==> src/pkg/etg_pkg.sv <==
/*
 package for the eight-bit timer group: register indices, field positions,
 reset values, prescaler tables and bus carriers.
 assumes an avalon-mm slave with word addressing (index = byte address / 4).
*/
package etg_pkg;

    localparam int ADDR_W = 16;
    localparam int DATA_W = 32;
    localparam int PRE_W = 13;

    // register indices
    localparam logic [15:0] OFF_C_MODE = 16'hFFB4;
    localparam logic [15:0] OFF_C_COUNT = 16'hFFB5;
    localparam logic [15:0] OFF_F_CONTROL = 16'hFFB6;
    localparam logic [15:0] OFF_F_STATUS = 16'hFFB7;
    localparam logic [15:0] OFF_FH_COUNT = 16'hFFB8;
    localparam logic [15:0] OFF_FH_COMPARE = 16'hFFBA;
    localparam logic [15:0] OFF_G_MODE = 16'hFFBC;
    localparam logic [15:0] OFF_IRQ_STATUS = 16'hFFA0;
    localparam logic [15:0] OFF_IRQ_MASK = 16'hFFA1;

    // field positions
    localparam int C_RELOAD_SEL_BIT = 7;
    localparam int C_DIR_HW_BIT = 6;
    localparam int C_DIR_DOWN_BIT = 5;
    localparam int C_CKS_LSB = 0;
    localparam int FH_CKS_LSB = 4;
    localparam int F_OVF_BIT = 7;
    localparam int FH_MATCH_BIT = 6;
    localparam int F_OVF_IE_BIT = 5;
    localparam int FH_CLR_BIT = 4;
    localparam int G_OVF_H_BIT = 7;
    localparam int G_OVF_L_BIT = 6;
    localparam int G_OVF_IE_BIT = 5;
    localparam int G_CKS_LSB = 0;
    localparam int IRQ_C_OVF = 0;
    localparam int IRQ_FH_MATCH = 1;
    localparam int IRQ_F_OVF = 2;
    localparam int IRQ_G_OVF = 3;
    localparam int IRQ_N = 4;

    // reset values and masks
    localparam logic [7:0] C_MODE_RST = 8'h00;
    localparam logic [7:0] C_MODE_MASK = 8'hE7;
    localparam logic [7:0] C_COUNT_RST = 8'h00;
    localparam logic [7:0] C_RELOAD_RST = 8'h00;
    localparam logic [7:0] F_CONTROL_RST = 8'h00;
    localparam logic [7:0] FH_COUNT_RST = 8'h00;
    localparam logic [7:0] FH_COMPARE_RST = 8'hFF;
    localparam logic [4:0] G_MODE_LO_RST = 5'h00;
    localparam logic [3:0] IRQ_MASK_RST = 4'h0;
    localparam logic [7:0] CNT_MAX = 8'hFF;
    localparam logic [7:0] CNT_MIN = 8'h00;

    typedef struct packed {
        logic run;
        logic [3:0] shift;
    } etg_tick_sel_t;

    typedef struct packed {
        logic read;
        logic write;
        logic [ADDR_W-1:0] address;
        logic [DATA_W-1:0] writedata;
    } etg_av_req_t;

    typedef struct packed {
        logic waitrequest;
        logic [DATA_W-1:0] readdata;
    } etg_av_rsp_t;

    // timer c: 011 is system clock / 64, 11x stops the counter
    function automatic etg_tick_sel_t etg_c_sel(input logic [2:0] code);
        etg_tick_sel_t s;
        s = '{run: 1'b1, shift: 4'hD};
        case (code)
            3'h0: s.shift = 4'hD;
            3'h1: s.shift = 4'hB;
            3'h2: s.shift = 4'h9;
            3'h3: s.shift = 4'h6;
            3'h4: s.shift = 4'h4;
            3'h5: s.shift = 4'h2;
            default: s.run = 1'b0;
        endcase
        return s;
    endfunction

    // timer fh: 110 is system clock / 4, 0xx stops the counter
    function automatic etg_tick_sel_t etg_fh_sel(input logic [2:0] code);
        etg_tick_sel_t s;
        s = '{run: 1'b1, shift: 4'h2};
        case (code)
            3'h4: s.shift = 4'h5;
            3'h5: s.shift = 4'h4;
            3'h6: s.shift = 4'h2;
            3'h7: s.shift = 4'h1;
            default: s.run = 1'b0;
        endcase
        return s;
    endfunction

    // timer g: always running, 00 is system clock / 64
    function automatic etg_tick_sel_t etg_g_sel(input logic [1:0] code);
        etg_tick_sel_t s;
        s = '{run: 1'b1, shift: 4'h6};
        case (code)
            2'h0: s.shift = 4'h6;
            2'h1: s.shift = 4'h5;
            2'h2: s.shift = 4'h3;
            default: s.shift = 4'h1;
        endcase
        return s;
    endfunction

endpackage

==> src/rtl/etg_sync.sv <==
/*
 three-flop synchroniser for a pin input.
 assumes the pin is asynchronous to clk_sys; output moves once stages 2
 and 3 agree.
*/
`timescale 1ns/1ps
module etg_sync (
    // clock and reset
    input wire logic clk_sys,
    input wire logic rst,
    // pin and filtered level
    input wire logic pin,
    output logic level
);
    typedef struct packed {
        logic s1;
        logic s2;
        logic s3;
        logic q;
    } etg_sync_state_t;

    etg_sync_state_t state_r;
    etg_sync_state_t state_nxt;

    always_comb begin
        state_nxt = state_r;
        state_nxt.s1 = pin;
        state_nxt.s2 = state_r.s1;
        state_nxt.s3 = state_r.s2;
        // s1 is only read by s2 to keep metastability off the compare
        if (state_r.s2 == state_r.s3) begin
            state_nxt.q = state_r.s3;
        end
    end

    always_ff @(posedge clk_sys) begin
        if (rst) begin
            state_r <= '0;
        end else begin
            state_r <= state_nxt;
        end
    end

    assign level = state_r.q;
endmodule

==> src/rtl/etg_prescaler.sv <==
/*
 free-running prescaler giving a one-cycle tick every 2**shift system clocks.
 assumes a select that changes rarely; a change may shorten one period.
*/
`timescale 1ns/1ps
module etg_prescaler (
    // clock and reset
    input wire logic clk_sys,
    input wire logic rst,
    // divider select and tick
    input etg_pkg::etg_tick_sel_t sel,
    output logic tick
);
    import etg_pkg::*;

    typedef struct packed {
        logic [PRE_W-1:0] cnt;
        logic tick;
    } etg_pre_state_t;

    etg_pre_state_t state_r;
    etg_pre_state_t state_nxt;
    logic [PRE_W-1:0] mask;

    always_comb begin
        mask = ~({PRE_W{1'b1}} << sel.shift);
        state_nxt = state_r;
        state_nxt.cnt = state_r.cnt + 1'b1;
        state_nxt.tick = sel.run && ((state_r.cnt & mask) == mask);
    end

    always_ff @(posedge clk_sys) begin
        if (rst) begin
            state_r <= '0;
        end else begin
            state_r <= state_nxt;
        end
    end

    assign tick = state_r.tick;
endmodule

==> src/rtl/etg_top.sv <==
/*
 eight-bit timer group: timer c (up/down, interval or auto reload),
 timer fh (up-counter with compare and clear on match) and timer g
 overflow flags, reached as an avalon-mm slave with waitrequest.
 assumes a master that holds each request until it sees waitrequest low,
 and pins that are asynchronous to clk_sys.
*/
// The Avalon-MM slave port was decided locally.
`timescale 1ns/1ps
module etg_top (
    // clock and reset
    input wire logic CLK_SYS,
    input wire logic RST,
    // avalon-mm slave
    input etg_pkg::etg_av_req_t AVS_REQ,
    output etg_pkg::etg_av_rsp_t AVS_RSP,
    // pins
    input wire logic COUNT_DIRECTION_PIN,
    input wire logic CAPTURE_PIN,
    // interrupts
    output logic IRQ,
    output logic IRQ_F_OVERFLOW,
    output logic IRQ_G_OVERFLOW
);
    import etg_pkg::*;

    typedef struct packed {
        logic waitrequest;
        logic [7:0] rdata;
        logic [7:0] c_mode_reg;
        logic [7:0] c_counter;
        logic [7:0] c_reload_value;
        logic [7:0] f_control_reg;
        logic f_overflow_flag;
        logic fh_match_flag;
        logic f_overflow_irq_enable;
        logic fh_clear_on_match;
        logic [7:0] fh_counter;
        logic [7:0] fh_compare_value;
        logic fh_equal_prev;
        logic [7:0] g_counter;
        logic [4:0] g_mode_low;
        logic g_overflow_high_flag;
        logic g_overflow_low_flag;
        logic g_overflow_irq_enable;
        logic [IRQ_N-1:0] irq_status;
        logic [IRQ_N-1:0] irq_mask;
        logic irq;
        logic irq_f;
        logic irq_g;
    } etg_top_state_t;

    localparam etg_top_state_t STATE_RST = '{
        waitrequest: 1'b1,
        rdata: 8'h00,
        c_mode_reg: C_MODE_RST,
        c_counter: C_COUNT_RST,
        c_reload_value: C_RELOAD_RST,
        f_control_reg: F_CONTROL_RST,
        f_overflow_flag: 1'b0,
        fh_match_flag: 1'b0,
        f_overflow_irq_enable: 1'b0,
        fh_clear_on_match: 1'b0,
        fh_counter: FH_COUNT_RST,
        fh_compare_value: FH_COMPARE_RST,
        fh_equal_prev: 1'b0,
        g_counter: 8'h00,
        g_mode_low: G_MODE_LO_RST,
        g_overflow_high_flag: 1'b0,
        g_overflow_low_flag: 1'b0,
        g_overflow_irq_enable: 1'b0,
        irq_status: '0,
        irq_mask: IRQ_MASK_RST,
        irq: 1'b0,
        irq_f: 1'b0,
        irq_g: 1'b0
    };

    etg_top_state_t state_r;
    etg_top_state_t state_nxt;

    logic dir_pin_level;
    logic capture_level;
    logic c_tick;
    logic fh_tick;
    logic g_tick;
    etg_tick_sel_t c_sel;
    etg_tick_sel_t fh_sel;
    etg_tick_sel_t g_sel;

    // prescaler selects come straight from the mode registers
    assign c_sel = etg_c_sel(state_r.c_mode_reg[C_CKS_LSB+:3]);
    assign fh_sel = etg_fh_sel(state_r.f_control_reg[FH_CKS_LSB+:3]);
    assign g_sel = etg_g_sel(state_r.g_mode_low[G_CKS_LSB+:2]);

    etg_sync u_sync_dir (
        .clk_sys(CLK_SYS),
        .rst(RST),
        .pin(COUNT_DIRECTION_PIN),
        .level(dir_pin_level)
    );

    etg_sync u_sync_cap (
        .clk_sys(CLK_SYS),
        .rst(RST),
        .pin(CAPTURE_PIN),
        .level(capture_level)
    );

    etg_prescaler u_pre_c (
        .clk_sys(CLK_SYS),
        .rst(RST),
        .sel(c_sel),
        .tick(c_tick)
    );

    etg_prescaler u_pre_fh (
        .clk_sys(CLK_SYS),
        .rst(RST),
        .sel(fh_sel),
        .tick(fh_tick)
    );

    etg_prescaler u_pre_g (
        .clk_sys(CLK_SYS),
        .rst(RST),
        .sel(g_sel),
        .tick(g_tick)
    );

    // register read mux, reserved bits read zero except f_control_reg bits 7 and 3:0 and g_mode_low bits 4:2, which read back as written
    function automatic logic [7:0] read_mux(input etg_top_state_t s,
                                            input logic [ADDR_W-1:0] a);
        logic [7:0] d;
        d = 8'h00;
        case (a)
            OFF_C_MODE: d = s.c_mode_reg;
            OFF_C_COUNT: d = s.c_counter;
            OFF_F_CONTROL: d = s.f_control_reg;
            OFF_F_STATUS: begin
                d[F_OVF_BIT] = s.f_overflow_flag;
                d[FH_MATCH_BIT] = s.fh_match_flag;
                d[F_OVF_IE_BIT] = s.f_overflow_irq_enable;
                d[FH_CLR_BIT] = s.fh_clear_on_match;
            end
            OFF_FH_COUNT: d = s.fh_counter;
            OFF_FH_COMPARE: d = s.fh_compare_value;
            OFF_G_MODE: begin
                d[4:0] = s.g_mode_low;
                d[G_OVF_H_BIT] = s.g_overflow_high_flag;
                d[G_OVF_L_BIT] = s.g_overflow_low_flag;
                d[G_OVF_IE_BIT] = s.g_overflow_irq_enable;
            end
            OFF_IRQ_STATUS: d[IRQ_N-1:0] = s.irq_status;
            OFF_IRQ_MASK: d[IRQ_N-1:0] = s.irq_mask;
            default: d = 8'h00;
        endcase
        return d;
    endfunction

    always_comb begin
        logic access;
        logic take;
        logic wr;
        logic [7:0] wd;
        logic wr_c_mode;
        logic wr_c_count;
        logic wr_f_control;
        logic wr_f_status;
        logic wr_fh_count;
        logic wr_fh_compare;
        logic wr_g_mode;
        logic wr_irq_status;
        logic wr_irq_mask;
        logic c_down;
        logic c_ovf;
        logic fh_equal;
        logic fh_match_evt;
        logic f_ovf;
        logic g_ovf;
        logic [IRQ_N-1:0] events;
        access = 1'b0;
        take = 1'b0;
        wr = 1'b0;
        wd = 8'h00;
        wr_c_mode = 1'b0;
        wr_c_count = 1'b0;
        wr_f_control = 1'b0;
        wr_f_status = 1'b0;
        wr_fh_count = 1'b0;
        wr_fh_compare = 1'b0;
        wr_g_mode = 1'b0;
        wr_irq_status = 1'b0;
        wr_irq_mask = 1'b0;
        c_down = 1'b0;
        c_ovf = 1'b0;
        fh_equal = 1'b0;
        fh_match_evt = 1'b0;
        f_ovf = 1'b0;
        g_ovf = 1'b0;
        events = '0;
        state_nxt = state_r;

        // bus: one wait cycle, then the request is taken with waitrequest low
        access = AVS_REQ.read || AVS_REQ.write;
        take = access && !state_r.waitrequest;
        wr = AVS_REQ.write && take;
        wd = AVS_REQ.writedata[7:0];
        // one strobe per register, high only on the edge a write is taken
        wr_c_mode = wr && AVS_REQ.address == OFF_C_MODE;
        wr_c_count = wr && AVS_REQ.address == OFF_C_COUNT;
        wr_f_control = wr && AVS_REQ.address == OFF_F_CONTROL;
        wr_f_status = wr && AVS_REQ.address == OFF_F_STATUS;
        wr_fh_count = wr && AVS_REQ.address == OFF_FH_COUNT;
        wr_fh_compare = wr && AVS_REQ.address == OFF_FH_COMPARE;
        wr_g_mode = wr && AVS_REQ.address == OFF_G_MODE;
        wr_irq_status = wr && AVS_REQ.address == OFF_IRQ_STATUS;
        wr_irq_mask = wr && AVS_REQ.address == OFF_IRQ_MASK;
        if (access && state_r.waitrequest) begin
            state_nxt.waitrequest = 1'b0;
            state_nxt.rdata = read_mux(state_r, AVS_REQ.address);
        end else begin
            state_nxt.waitrequest = 1'b1;
        end

        // timer c
        if (state_r.c_mode_reg[C_DIR_HW_BIT]) begin
            c_down = dir_pin_level;
        end else begin
            c_down = state_r.c_mode_reg[C_DIR_DOWN_BIT];
        end
        if (wr_c_mode) begin
            state_nxt.c_mode_reg = wd & C_MODE_MASK;
        end
        if (wr_c_count) begin
            state_nxt.c_reload_value = wd;
            state_nxt.c_counter = wd;
        end else if (c_tick) begin
            if (c_down) begin
                c_ovf = state_r.c_counter == CNT_MIN;
                state_nxt.c_counter = state_r.c_counter - 8'h01;
            end else begin
                c_ovf = state_r.c_counter == CNT_MAX;
                state_nxt.c_counter = state_r.c_counter + 8'h01;
            end
            // interval mode simply wraps; reload mode restarts from the value
            if (c_ovf && state_r.c_mode_reg[C_RELOAD_SEL_BIT]) begin
                state_nxt.c_counter = state_r.c_reload_value;
            end
        end

        // timer fh
        fh_equal = state_r.fh_counter == state_r.fh_compare_value;
        // only the first cycle of equality counts, so a cleared flag
        // is not set again while the counter rests on the compare value
        fh_match_evt = fh_equal && !state_r.fh_equal_prev;
        state_nxt.fh_equal_prev = fh_equal;
        if (wr_f_control) begin
            state_nxt.f_control_reg = wd;
        end
        if (wr_fh_compare) begin
            state_nxt.fh_compare_value = wd;
        end
        if (wr_fh_count) begin
            state_nxt.fh_counter = wd;
        end else if (fh_tick) begin
            if (fh_equal && state_r.fh_clear_on_match) begin
                state_nxt.fh_counter = CNT_MIN;
            end else begin
                f_ovf = state_r.fh_counter == CNT_MAX;
                state_nxt.fh_counter = state_r.fh_counter + 8'h01;
            end
        end
        if (wr_f_status) begin
            state_nxt.f_overflow_flag = state_r.f_overflow_flag &
                                        wd[F_OVF_BIT];
            state_nxt.fh_match_flag = state_r.fh_match_flag &
                                      wd[FH_MATCH_BIT];
            state_nxt.f_overflow_irq_enable = wd[F_OVF_IE_BIT];
            state_nxt.fh_clear_on_match = wd[FH_CLR_BIT];
        end
        // set wins over a clear written in the same cycle
        if (f_ovf) begin
            state_nxt.f_overflow_flag = 1'b1;
        end
        if (fh_match_evt) begin
            state_nxt.fh_match_flag = 1'b1;
        end

        // timer g overflow only
        if (g_tick) begin
            g_ovf = state_r.g_counter == CNT_MAX;
            state_nxt.g_counter = state_r.g_counter + 8'h01;
        end
        if (wr_g_mode) begin
            state_nxt.g_overflow_high_flag = state_r.g_overflow_high_flag &
                                             wd[G_OVF_H_BIT];
            state_nxt.g_overflow_low_flag = state_r.g_overflow_low_flag &
                                            wd[G_OVF_L_BIT];
            state_nxt.g_overflow_irq_enable = wd[G_OVF_IE_BIT];
            state_nxt.g_mode_low = wd[4:0];
        end
        if (g_ovf && capture_level) begin
            state_nxt.g_overflow_high_flag = 1'b1;
        end
        if (g_ovf && !capture_level) begin
            state_nxt.g_overflow_low_flag = 1'b1;
        end

        // summary interrupt: sticky status, write one to clear, set wins
        events[IRQ_C_OVF] = c_tick && c_ovf &&
                            !wr_c_count;
        events[IRQ_FH_MATCH] = fh_match_evt;
        events[IRQ_F_OVF] = f_ovf;
        events[IRQ_G_OVF] = g_ovf;
        if (wr_irq_status) begin
            state_nxt.irq_status = state_r.irq_status & ~wd[IRQ_N-1:0];
        end
        if (wr_irq_mask) begin
            state_nxt.irq_mask = wd[IRQ_N-1:0];
        end
        state_nxt.irq_status = state_nxt.irq_status | events;
        state_nxt.irq = |(state_nxt.irq_status & state_nxt.irq_mask);

        // request lines follow next flag and enable so the flop adds no lag
        state_nxt.irq_f = state_nxt.f_overflow_flag &&
                          state_nxt.f_overflow_irq_enable;
        state_nxt.irq_g = (state_nxt.g_overflow_high_flag ||
                           state_nxt.g_overflow_low_flag) &&
                          state_nxt.g_overflow_irq_enable;
    end

    always_ff @(posedge CLK_SYS) begin
        if (RST) begin
            state_r <= STATE_RST;
        end else begin
            state_r <= state_nxt;
        end
    end

    assign AVS_RSP.waitrequest = state_r.waitrequest;
    assign AVS_RSP.readdata = {24'h000000, state_r.rdata};
    assign IRQ = state_r.irq;
    assign IRQ_F_OVERFLOW = state_r.irq_f;
    assign IRQ_G_OVERFLOW = state_r.irq_g;
endmodule

==> config.mk <==
export PLATFORM = sky130hd
export DESIGN_NAME = etg_top
export DESIGN_NICKNAME = d
export VERILOG_FILES = /design/src/pkg/etg_pkg.sv /design/src/rtl/etg_sync.sv /design/src/rtl/etg_prescaler.sv /design/src/rtl/etg_top.sv
export SDC_FILE = /design/constraint.sdc
export NUM_CORES = 1
export LEC_CHECK = 0
export BUFFER_PORTS_ARGS = -buffer_cell sky130_fd_sc_hd__buf_2
export CAP_MARGIN = 20
export CORE_UTILIZATION = 58
export DETAILED_ROUTE_END_ITERATION = 7
export PLACE_DENSITY = 0.81
export SLEW_MARGIN = 5
export SYNTH_ARGS = -nofsm -noshare
export SYNTH_HDL_FRONTEND = slang
export SYNTH_SLANG_ARGS = --single-unit
==> constraint.sdc <==
create_clock -name CLK_SYS -period 3 [get_ports CLK_SYS]
set_clock_uncertainty 0.15 [all_clocks]
set_input_delay 0.15 -clock CLK_SYS [delete_from_list [all_inputs] [get_ports CLK_SYS]]
set_output_delay 0.15 -clock CLK_SYS [all_outputs]
set_load 0.1 [all_outputs]
==> key figures <==
Die
  – Die area: 11,300 sq um
  – CORE AREA: 10,500 sq um
  – Top Ports: 90
  – Chip Height: 106 um
  – Starting Density: 0.604
  – Die width: 106 um
  – Row Count: 37

Timing
  – Least-Margin Pin Slew: 707 ps
  – Final setup fails: 0
  – Fmax: 402 MHz
  – WHS: 26.7 ps
  – Setup TNS: 0 ps
  – Post-route clock period utilization: 0.829
  – Minimum clock period: 2490 ps
  – Rel. slew slack: 0.526
  – Hold Vio Cnt, Final: 0
  – Setup ws final: 513 ps
  – Unrepaired setup endpoints after global routing: false
  – Slew Viols, Final: 0

Global route
  – First-pass GRT wire length: 24.8 mm
  – Largest net degree at the start of global routing: 63
  – Antenna violations before repair: 0
  – GR Util met1: 0.338
  – Total grt overflow: 0
  – Met3 Track Usage GR: 0.0748
  – Vias in the first global route: 5,079
  – M2 GR Usage: 0.469
  – GRT busiest layer: met2
  – GRT Overall Usage: 0.281

Critical path
  – Critical path cell sequence: mux2i_2 -> inv_2 -> ha_1 -> a21oi_1 -> o2111ai_1 -> o211ai_1 -> mux2_2 -> o2111ai_1 -> o22ai_1
  – Slowest stage delay, CP: 390 ps
  – CP Capture Type: flop
  – Crit-path leading delay family: compound AO/OA/AOI/OAI gates
  – Startpoint Class: flop
  – Worst Path Max Fanout: 10
  – Arr. time, crit path: 2720 ps
  – CP Buf/Inv Count: 1
  – Most frequent cell on the critical path: o2111ai_1
  – WS Path Type: reg -> reg
  – Levels on crit path: 9
  – Reg-to-reg slack, setup: 510 ps
  – CP required: 3230 ps
  – Crit path max-delay cell type: dfxtp_1
  – Reg2reg start: state_r[78]
  – R2r endpoint: state_r[71]
  – R2R depth: 9

Clocking
  – Post-CTS setup buffers: 0
  – Post-CTS sizing: 0
  – Clk_lat worst skew: 530 ps
  – CTS max path bufs: 2
  – Clock slew at reported path FFs: 60 ps
  – Clock buffer count from CTS: 17
  – Clock sinks: 122
  – CTS tree: done
  – Root Driver: clkbuf_8
  – Htree depth: 4

Power and ir drop
  – Max VDD drop: 0.000464 V
  – Tot Pwr: 3.82 mW
  – Pleak: 2.87 nW
  – PD cells: 539 nW/um^2

Placed design
  – Dpl cell area: 6420 sq um
  – Place WS: 532 ps
  – Post-DP HPWL: 10.2 mm
  – # port buffers: 41
  – GP Congestion: 0.913

Yosys
  – Ys async rst share: 0
  – Post-synth top cells: dfxtp_1 (122), nor2_1 (85), nand2_1 (65), mux2i_1 (39)
  – Count leader, synth: dfxtp_1
  – Top_reg_cell synth: dfxtp_1
  – Synth area leader: dfxtp_1
  – EDFF count, synth: 0
  – Synthesized netlist cell count: 712
  – Mapped Area: 6320 sq um
  – Synthesis warning total: 0
  – Flops & latches, synth: 122
  – Top cell type's share of synthesized area: 0.386
  – Cell variety after synth: 77
  – Post-synthesis sequential area ratio: 0.386
  – Syn_area_per_cell: 8.88 sq um
  – Top post-synthesis cells by area: dfxtp_1 (39%), mux2i_1 (6.2%), nor2_1 (5.0%)

Run status
  – Status: completed

Finish
  – Fraction of layout cells with a size suffix above 1: 0.153
  – Final nets: 812
  – Area taken by multi-input logic gates: 3490 sq um
  – Diodes inserted: 0
  – Register Area: 2440 sq um
  – Cell area after layout: 7080 sq um
  – Fill cells: 826
  – Area growth syn-to-layout: 12.0%

Route
  – Routed wire length: 15.2 mm
  – DR DRC count: 0
  – Vias per cell: 6.06
  – Via count: 5,410
  – Initial DRC Count: 410
  – DRT Pass-1 Iters: 5
  – Wire per inst: 17.0 um
  – Post-DRT Antenna Nets: 0

Hold path
  – Hold endpoint: AVS_RSP[4]
  – Hold path cells: 3
  – Hold path start: AVS_REQ[35]
  – Worst Hold Class: in -> reg

Flow run
  – MaxCap Viol Count: 0
==> power breakdown <==
| group | internal, mW | switching, mW |
|---|---|---|
| clock | 1.09 | 0.734 |
| sequential | 1.64 | 0.0263 |
| combinational | 0.0748 | 0.247 |
| total | 2.81 | 1.01 |
==> how the worst max path moves through the flow <==
| stage | start | to | slack [ps] |
|---|---|---|---|
| 6_report | state_r[78] | state_r[71] | 510 |
| 5_1_grt | state_r[78] | state_r[69] | 400 |
| 4_1_cts | state_r[78] | state_r[71] | 520 |
| 3_5_place_dp | state_r[78] | state_r[71] | 530 |
| 3_3_place_gp | state_r[78] | state_r[71] | 600 |
| 2_1_floorplan | state_r[78] | state_r[71] | 560 |
==> worst register-to-register path, delay by kind of cell, from the launching register on <==
kind	cells	cell delay [ps]
muxes	2	630
AOI/OAI and AO/OA	5	760
DFF	1	390
buffers and inverters	1	140
adders and majority gates	1	290
==> logic make-up (layout without fill, tap and decap cells) <==
group / Yosys count / count (layout) / synth area share
fa+ha+maj: 13 / 13 / 0.0269
simple gates: 285 / 285 / 0.242
flops: 122 / 122 / 0.386
xor+xnor: 36 / 36 / 0.0499
buf+inv: 84 / 106 / 0.0742
mux: 54 / 54 / 0.0948
compound gates: 117 / 117 / 0.126
other cells: 1 / 24 / 0.000593
==> area by class of cell <==
type	count	share of cell area
Multi-Input combinational cell	529	0.494
Sequential cell	122	0.345
Timing Repair Buffer	62	0.0565
Clock inverter	11	0.0140
Clock buffer	20	0.0601
Inverter	13	0.00689
Tap cell	136	0.0240
==> metrics by stage <==
step	std cells	util
after detailed placement	848	0.613
after global routing	893	0.677
after global placement	848	0.613
final	893	0.677
after CTS	893	0.677
after floorplan	735	-
==> repair_timing <==
item / 4_1_cts / 5_1_grt
endpoints found under the hold margin: 86 / 0
hold buffers: 14 / 0
endpoints found under the setup margin: 0 / 0
==> state kept, by name, summed over array words and instances (netlist names) <==
| register | cells |
|---|---|
| u_sync_dir.state_r | 1 |
| u_sync_dir.level | 1 |
| u_sync_cap.state_nxt | 2 |
| u_sync_cap.state_r | 1 |
| AVS_RSP | 9 |
| u_sync_cap.level | 1 |
| IRQ | 1 |
| state_r | 75 |
| u_sync_dir.state_nxt | 2 |
| u_pre_g.state_r | 6 |
| u_pre_c.tick | 1 |
| u_pre_g.tick | 1 |
| IRQ_F_OVERFLOW | 1 |
| u_pre_c.state_r | 13 |
| u_pre_fh.state_r | 5 |
| u_pre_fh.tick | 1 |
| IRQ_G_OVERFLOW | 1 |
==> routing by layer <==
layer	share of wire	wire (um)	vias up
li1	-	-	2532
met1	0.42	6400	2583
met2	0.48	7360	259
met3	0.070	1070	36
met4	0.025	379	0
met5	0	0	-
==> cell usage in the layout (no fill, tap or decap), drive strengths merged, types with 7 or more instances in the layout <==
cell,synthesis,routed
conb,1,24
nor3,16,16
a211oi,12,12
mux2,11,11
nor4,8,8
ha,12,12
a21oi,35,35
inv,13,15
nand4,12,12
o21ai,22,22
buf,51,48
nand2b,7,7
nor2,85,85
nand2,67,67
xnor2,15,15
mux2i,40,40
dfxtp,122,122
nor2b,15,15
dlygate4sd3,0,14
xor2,21,21
nand3,35,35
and3,10,10
a222oi,8,8
clkbuf,20,20
Power figures use the tool's default switching activity.
